**src/isa_state_pkg.sv**
```systemverilog
// Shared constants and types for the instruction-set state selector
// Functional notes
// RULE_01 - In the narrow state the decoder uses the fixed word set when both selection bits are 0 and the mixed-length set when the thumb bit is 1.
// RULE_02 - A state with the bytecode bit at 1 is never entered, with either value of the thumb bit.
// RULE_03 - The fixed set fetches word-aligned 32-bit instructions and the mixed set halfword-aligned 16/32-bit ones.
// RULE_04 - Switching between the two narrow sets leaves mode and register contents unchanged.
// RULE_05 - Branch-exchange-to-bytecode is executed exactly as plain branch-exchange.
// RULE_06 - Instruction bytes are always taken little-endian whatever the data byte order.
// RULE_07 - Memory is byte addressed upward from zero and data may be stored big- or little-endian.
// RULE_08 - The execution state may change only together with a change of privilege level.
// RULE_09 - The wide state offers 31 general registers of 64 bits plus 64-bit counter, stack pointer and link registers.
// RULE_10 - The wide state maps 64-bit virtual addresses to a 40-bit physical space.
// RULE_11 - The narrow state offers 13 general registers of 32 bits plus 32-bit counter, stack pointer and link register.
// RULE_12 - The narrow state uses 32-bit virtual addresses mapped to physical addresses of up to 40 bits.
// RULE_13 - All four privilege levels exist and each may run in either execution state.
// RULE_14 - The narrow state keeps its selection bits in one current program status register.
// RULE_15 - Reset enters the highest privilege level in the execution state given by a configuration input.
// RULE_16 - The bytecode bit is held at zero so an attempt to set it leaves the selection unchanged.
package isa_state_pkg;
	localparam int WIDE_GPR_COUNT   = 31;
	localparam int WIDE_REG_WIDTH   = 64;
	localparam int NARROW_GPR_COUNT = 13;
	localparam int NARROW_REG_WIDTH = 32;
	localparam int PHYS_ADDR_WIDTH  = 40;
	localparam int WIDE_VA_WIDTH    = 64;
	localparam int NARROW_VA_WIDTH  = 32;
	localparam int PSR_THUMB_BIT    = 5;
	localparam int PSR_BYTECODE_BIT = 24;
	localparam logic [1:0]  TOP_PRIV_LEVEL  = 2'h3;
	localparam logic [31:0] PSR_RESET_VALUE = 32'h0000_01d3;
	localparam logic [2:0]  FIX_ALIGN_MASK  = 3'h3;
	localparam logic [2:0]  MIX_ALIGN_MASK  = 3'h1;
	localparam logic [2:0]  WIDE_ALIGN_MASK = 3'h3;

	typedef enum logic [2:0] {
		ISA_FIXED = 3'b001,
		ISA_MIXED = 3'b010,
		ISA_WIDE  = 3'b100
	} isa_sel_t;

	typedef struct packed {
		logic        valid;
		logic        to_wide;
		logic [1:0]  level;
	} state_change_t;

	typedef struct packed {
		logic        valid;
		logic        is_bytecode_bx;
		logic [31:0] target;
	} branch_req_t;
endpackage : isa_state_pkg

```
**src/isa_state_select.sv**
```systemverilog
// Instruction-set and execution-state tracking for the core front end
`timescale 1ns/10ps
`default_nettype none
module isa_state_select (
	// Clock and reset
	input  wire logic                          i_core_clk,
	input  wire logic                          i_reset_n,
	// Configuration
	input  wire logic                          i_cfg_reset_wide,
	input  wire logic                          i_data_big_endian,
	// Execution-state change with privilege level
	input  wire isa_state_pkg::state_change_t  i_state_change,
	// Status register write in the narrow state
	input  wire logic                          i_psr_wr,
	input  wire logic [31:0]                   i_psr_wdata,
	// Branch-and-exchange requests
	input  wire isa_state_pkg::branch_req_t    i_branch,
	// Fetch path
	input  wire logic [63:0]                   i_fetch_addr,
	input  wire logic [31:0]                   i_fetch_bytes,
	// Data path byte order
	input  wire logic [63:0]                   i_store_word,
	// State outputs
	output logic                               o_wide_state,
	output logic [1:0]                         o_priv_level,
	output isa_state_pkg::isa_sel_t            o_isa_sel,
	output logic [31:0]                        o_current_program_status_reg,
	output logic [6:0]                         o_reg_width,
	output logic [5:0]                         o_gpr_count,
	output logic [6:0]                         o_va_width,
	output logic [5:0]                         o_pa_width,
	// Fetch and data results
	output logic                               o_fetch_misaligned,
	output logic [31:0]                        o_instr_word,
	output logic [63:0]                        o_mem_word,
	output logic                               o_state_change_reject,
	output logic [31:0]                        o_branch_pc
);
	import isa_state_pkg::*;

	logic        wide_ff;
	logic [1:0]  level_ff;
	logic [31:0] psr_ff;
	logic        first_ff;
	logic        cfg_meta_ff;
	logic        cfg_sync_ff;
	logic        reject_ff;
	logic [31:0] instr_ff;
	logic [63:0] mem_ff;
	logic        misalign_ff;
	logic [31:0] branch_pc_ff;
	logic [31:0] nxt_psr;
	logic        level_moves;
	isa_sel_t    isa_now;

	function automatic isa_sel_t decode_isa(input logic wide, input logic [31:0] psr);
		if (wide)
			return ISA_WIDE;
		else if (psr[PSR_THUMB_BIT])                   // [RULE_01]
			return ISA_MIXED;
		else
			return ISA_FIXED;
	endfunction : decode_isa

	assign isa_now = decode_isa(wide_ff, psr_ff);

	// Strap keeps sampling through reset so its level is ready at release
	always_ff @(posedge i_core_clk) begin
		cfg_meta_ff <= i_cfg_reset_wide;
		cfg_sync_ff <= cfg_meta_ff;                         // [RULE_15]
	end

	assign level_moves = i_state_change.valid && (i_state_change.level != level_ff);

	// Execution state and privilege level
	always_ff @(posedge i_core_clk or negedge i_reset_n) begin
		if (!i_reset_n) begin
			first_ff  <= 1'b1;
			wide_ff   <= 1'b0;
			level_ff  <= TOP_PRIV_LEVEL;                     // [RULE_15]
			reject_ff <= 1'b0;
		end else begin
			first_ff  <= 1'b0;
			reject_ff <= 1'b0;
			if (first_ff) begin
				wide_ff <= cfg_sync_ff;                       // [RULE_15]
			end else if (i_state_change.valid) begin
				level_ff <= i_state_change.level;             // [RULE_13]
				if (level_moves)
					wide_ff <= i_state_change.to_wide;           // [RULE_08]
				else if (i_state_change.to_wide != wide_ff)
					reject_ff <= 1'b1;                            // [RULE_08]
			end
		end
	end

	// Status register write keeps the bytecode bit clear
	always_comb begin
		nxt_psr = psr_ff;
		if (i_psr_wr && !wide_ff) begin
			if (i_psr_wdata[PSR_BYTECODE_BIT])
				nxt_psr = psr_ff;                             // [RULE_16]
			else
				nxt_psr = i_psr_wdata;                        // [RULE_14]
		end
		if (i_branch.valid && !wide_ff)
			nxt_psr[PSR_THUMB_BIT] = i_branch.target[0];      // [RULE_05]
		nxt_psr[PSR_BYTECODE_BIT] = 1'b0;                   // [RULE_02]
	end

	always_ff @(posedge i_core_clk or negedge i_reset_n) begin
		if (!i_reset_n)
			psr_ff <= PSR_RESET_VALUE;
		else
			psr_ff <= nxt_psr;                                // [RULE_04]
	end

	// Branch target alignment; bytecode form behaves as plain form
	always_ff @(posedge i_core_clk or negedge i_reset_n) begin
		if (!i_reset_n)
			branch_pc_ff <= 32'h0;
		else if (i_branch.valid)
			branch_pc_ff <= {i_branch.target[31:1], 1'b0};    // [RULE_05]
	end

	// Fetch: little-endian instruction bytes and alignment check
	always_ff @(posedge i_core_clk or negedge i_reset_n) begin
		if (!i_reset_n) begin
			instr_ff    <= 32'h0;
			misalign_ff <= 1'b0;
		end else begin
			instr_ff <= i_fetch_bytes;                        // [RULE_06]
			case (isa_now)
				ISA_FIXED: misalign_ff <= |(i_fetch_addr[2:0] & FIX_ALIGN_MASK);  // [RULE_03]
				ISA_MIXED: misalign_ff <= |(i_fetch_addr[2:0] & MIX_ALIGN_MASK);  // [RULE_03]
				ISA_WIDE:  misalign_ff <= |(i_fetch_addr[2:0] & WIDE_ALIGN_MASK);
				default:   misalign_ff <= 1'b0;
			endcase
		end
	end

	// Data byte order: byte 0 is lowest address
	always_ff @(posedge i_core_clk or negedge i_reset_n) begin
		if (!i_reset_n)
			mem_ff <= 64'h0;
		else if (i_data_big_endian)
			mem_ff <= {<<8{i_store_word}};                    // [RULE_07]
		else
			mem_ff <= i_store_word;                           // [RULE_07]
	end

	// Architectural widths of the current state
	always_comb begin
		if (wide_ff) begin
			o_reg_width = 7'(WIDE_REG_WIDTH);                  // [RULE_09]
			o_gpr_count = 6'(WIDE_GPR_COUNT);                  // [RULE_09]
			o_va_width  = 7'(WIDE_VA_WIDTH);                   // [RULE_10]
		end else begin
			o_reg_width = 7'(NARROW_REG_WIDTH);                // [RULE_11]
			o_gpr_count = 6'(NARROW_GPR_COUNT);                // [RULE_11]
			o_va_width  = 7'(NARROW_VA_WIDTH);                 // [RULE_12]
		end
		o_pa_width = 6'(PHYS_ADDR_WIDTH);                    // [RULE_10] [RULE_12]
	end

	assign o_wide_state                 = wide_ff;
	assign o_priv_level                 = level_ff;
	assign o_isa_sel                    = isa_now;
	assign o_current_program_status_reg = psr_ff;
	assign o_fetch_misaligned           = misalign_ff;
	assign o_instr_word                 = instr_ff;
	assign o_mem_word                   = mem_ff;
	assign o_state_change_reject        = reject_ff;
	assign o_branch_pc                  = branch_pc_ff;
endmodule : isa_state_select
`default_nettype wire

```
**config.mk**
```make
export PLATFORM = sky130hd
export DESIGN_NAME = isa_state_select
export DESIGN_NICKNAME = d
export VERILOG_FILES = /design/src/isa_state_pkg.sv /design/src/isa_state_select.sv
export SDC_FILE = /design/constraint.sdc
export NUM_CORES = 1
export LEC_CHECK = 0
export BUFFER_PORTS_ARGS = -buffer_cell sky130_fd_sc_hd__buf_2
export CAP_MARGIN = 20
export CORE_AREA = 2 2 166 168
export CTS_CLUSTER_SIZE = 14
export DETAILED_ROUTE_END_ITERATION = 8
export DIE_AREA = 0 0 168 170
export GPL_TIMING_DRIVEN = 0
export PLACE_DENSITY_LB_ADDON = 0.05
export REMOVE_ABC_BUFFERS = 1
export SYNTH_ARGS = -nofsm -noshare
export SYNTH_HDL_FRONTEND = slang
export SYNTH_SLANG_ARGS = --single-unit
export TNS_END_PERCENT = 10
```
**constraint.sdc**
```tcl
create_clock -name i_core_clk -period 3.9 [get_ports i_core_clk]
set_input_delay 0.78 -clock i_core_clk [delete_from_list [all_inputs] [get_ports i_core_clk]]
set_output_delay 0.78 -clock i_core_clk [all_outputs]
set_load 0.01 [all_outputs]
```
# Yosys cells after proc, flatten, opt, wreduce, memory -nomap -nowiden
# Cells that the tools add are included.
[totals]
regBits = 166
inputBits = 235
elab_cells = 49
[op_classes]
n_eq_ne = 6
muxes = 16
bitwise = 2
reduce_logical = 13
[op_table]
columns = ["operator", "n"]
rows = [
  ["two-way mux 64 bit", 1],
  ["two-way mux 6 bit", 2],
  ["two-way mux 1 bit", 8],
  ["AND reduction 2 bit", 4],
  ["two-way mux 7 bit", 1],
  ["nonzero test 2 bit", 3],
  ["two-way mux 5 bit", 1],
  ["OR reduction 2 bit", 2],
  ["== test 3 x 1 -> 1 bit (second input constant)", 1],
  ["== test 3 x 2 -> 1 bit (second input constant)", 1],
  ["== test 3 bit (second input constant)", 1],
  ["logical AND 1 bit", 3],
  ["two-way mux 3 bit", 1],
  ["two-way mux 2 bit", 1],
  ["!= test 2 x 1 -> 1 bit (second input constant)", 1],
  ["!= test 2 bit", 1],
  ["inverter 1 bit", 2],
  ["case mux 1 bit (2 select lines)", 1],
  ["logical NOT 1 bit", 1],
  ["!= test 1 bit", 1],
]

# Longest topological paths before layout
[depth]
depth_word = 5
depth_mapped = 4

# Worst setup path before layout
# No wires, ideal clock.
[synth_path]
kind = "in2reg"
start = "in i_psr_wr"
end = "reg psr_ff[20], in the netlist o_current_program_status_reg[20]"
setup_ns = 0.125
arrival_time_ns = 1.547
required_time_ns = 3.775
path_slack_ns = 2.228
cell_stages = 3
n_path_buf = 1
path_cell_list = "nor3b_4 > buf_6 > mux2_2"
[synth_between]
elab_chain_cells = 2
[synth_lines]
columns = ["item", "line_no", "source"]
rows = [
  ["from (decl)", "isa_state_select.sv:14", "input wire logic i_psr_wr,"],
  ["logical AND 1 bit", "isa_state_select.sv:100", "if (i_psr_wr && !wide_ff) begin"],
  ["AND reduction 2 bit (no source line)", "--", ""],
  ["to (signal assigned)", "isa_state_select.sv:115", "psr_ff <= nxt_psr;"],
  ["to (decl)", "isa_state_select.sv:43", "logic [31:0] psr_ff;"],
]
# Every way passes these cells.
# A chain may end at the register's enable or synchronous reset.

# Worst setup path in the final report
[layout_path]
start = "reg wide_ff, in the netlist o_wide_state"
end = "out o_isa_sel[1]"
[layout_between]
elab_chain_cells = 1
[layout_lines]
columns = ["item", "line_no", "source"]
rows = [
  ["from (decl)", "isa_state_select.sv:41", "logic wide_ff;"],
  ["from (signal assigned)", "isa_state_select.sv:86", "wide_ff <= cfg_sync_ff;"],
  ["from (signal assigned)", "isa_state_select.sv:90", "wide_ff <= i_state_change.to_wide;"],
  ["two-way mux 3 bit", "isa_state_select.sv:57", "if (wide)"],
  ["to (decl)", "isa_state_select.sv:26", "output isa_state_pkg::isa_sel_t o_isa_sel,"],
]
# Every way passes these cells.

==> results.toml <==
[run_status]
run_status = "complete, no violations"

[floorplanning]
fp.dieW_um = 168
die_h_um = 170
dieArea_um2 = 28560
io_pins = 429
core_um2 = 26650
start_util_pct = 22.71
rows = 60

[final_layout]
final_core_util_pct = 32.52
layout-drive-gt1-share_pct = 71.47
final_cell_count_no_fill = 1058
multi_input_area_um2 = 1660
area_delta_synth_final_pct = 43.18
final_cell_mix = "buf_2 (342), dfrtp_1 (155), mux2_2 (123)"
fill_cells = 2711
largest_register_ffs = 64
layout_commonest_cell = "buf_2"
nNetsFinal = 937
register_area_um2 = 4155

[global_route]
grt_use_met3_pct = 5.767
antenna_found_initial = 6
grt.total_usage_pct = 11.29
grt_overflow_total = 0
grt_first_pass_wirelength_um = 24550
first_global_vias = 4459
use_met2_pct = 19.13
grtUsageMet1_pct = 12.03
grt.busiest_layer = "met2"
grt_max_degree = 84

[timing]
worst_pin_slew_ns = 0.8306
fin_skew_ns = 0.01176
finalHoldViolCount = 0
slew_violations = 0
max_freq_mhz = 456.9
setup_violations = 0
slew_headroom_pct = 44.57
period_needed_ns = 2.189
period_share_pct = 56.13
rsz0062_at_grt = "no"

[cts]
hold_buffers = 0
root_buffer = "clkbuf_16"
clk_latency_ns = 0.42
clk_path_buf_depth = 2
clkTransAtPathRegs_ns = 0.08
cts_resized = 0
numClockSinks = 166
cts_max_level = 4
cts_tree = "built"
cts_made_buffers = 17
post_cts_buffers = 0

[worst_setup_path]
crit_fanout = 15
path_class = "reg -> out"
endpoint_kind = "output port"
crit_path_start_kind = "flop"
critPathRequiredTime_ns = 3.12
arrival_ns = 1.41
reg2regPathDepth = 3

[detailed_routing]
drtPass1Iterations = 4
viasPerCell = 3.851
vias = 4074
drc_errors = 0
final_antenna_net_count = 0
wl_um = 16090
drtIter0Drc = 116
wl_per_cell_um = 15.21

[pwr]
power_density_nw_per_um2 = 514.8
leakagePower_nw = 4.245
p_total_mw = 4.462
vdd.ir_drop.worst_mv = 0.2457

[synth]
synthDominantCellAreaShare_pct = 64.08
synth-seq-cells = 166
synth.largest_area_cell = "dfrtp_1"
synth-edff-count = 0
syn_area_um2 = 6053
synth_area_leaders = "dfrtp_1 (64%), mux2_2 (23%), dfstp_2 (3.9%)"
ys_async_sr_fraction_pct = 98.80
yosysSeqAreaShare_pct = 68.64
ys_types = 26
ys.flop_type = "dfrtp_1"
syn_inst = 359
synth_area_per_cell_um2 = 16.86
yosys_warnings = 0

[place]
port_buffers = 343
gp_routability_congestion = 0.7281
dpl.cell_count = 1024
hpwl_um = 12200

[worst_hold_path]
hold_path_class = "in -> async"

[job]
drv_cap = 0
==> metrics by stage <==
stage	TNS (ns)	hold slack [ns]	area [µm²]	setup slack [ns]
2_1_floorplan	0	0.3096	5823	1.691
3_3_place_gp	-83.76	0.3219	7966	-0.5618
3_5_place_dp	0	0.3309	8051	1.587
4_1_cts	0	0.3469	8662	1.610
5_1_grt	0	0.3651	8665	1.583
6_report	0	0.3313	8667	1.711
==> layout make-up <==
type / count / area share, %
diodes: 2 / 0.05775
clock buffers: 18 / 5.067
clock inverters: 14 / 1.978
inverters: 2 / 0.08662
multi-input cells: 169 / 19.16
flip-flops and latches: 166 / 47.94
well taps: 341 / 4.923
repair buffers: 346 / 20.79
==> metal layers <==
| metal | part of all wire (%) | routed length [µm] |
|---|---|---|
| met1 | 38 | 6163 |
| met2 | 49 | 7831 |
| met3 | 11 | 1816 |
| met4 | 1.4 | 230 |
| met5 | 0.30 | 49 |
==> critical path, stage by stage (launching register included) <==
cell and delay [ns]:
dfrtp_1 0.69, nor2b_1 0.13, buf_2 0.17
==> synth_stat cells (4+ instances only) <==
library cell / n
buf_2: 10
buf_4: 28
dfstp_2: 9
dfrtp_1: 155
buf_6: 4
mux2_1: 4
mux2_2: 123
==> path summary, 6_finish.rpt <==
path / from / endpoint / slack (ns)
max: o_wide_state / o_isa_sel[1] / 1.71
min: i_reset_n / o_branch_pc[6] / 0.33
max reg2reg: o_wide_state / o_current_program_status_reg[29] / 1.82
min reg2reg: cfg_meta_ff / cfg_sync_ff / 0.36
max in group asynchronous: i_reset_n / o_mem_word[28] / 2.71
min in group i_core_clk: cfg_meta_ff / cfg_sync_ff / 0.36
==> kinds of logic (layout without fill, tap and decap cells) <==
group                  count (synthesis)  after routing  share of synthesized area [%]
AND/OR/NAND/NOR                       11             11                          1.261
flip-flops                           166            166                          68.64
AO/OA/AOI/OAI                          4              4                         0.5169
XOR/XNOR                               3              3                         0.4341
multiplexers                         128            128                          23.79
other                                  2             25                         0.1241
buffers and inverters                 45            380                          5.229
==> power breakdown <==
group	internal, mW	switching (mW)	leakage [nW]
Combinational	0.359	0.357	2.02
Sequential	1.92	0.0804	1.92
Clock	0.942	0.799	0.302
Power figures use the tool's default switching activity.
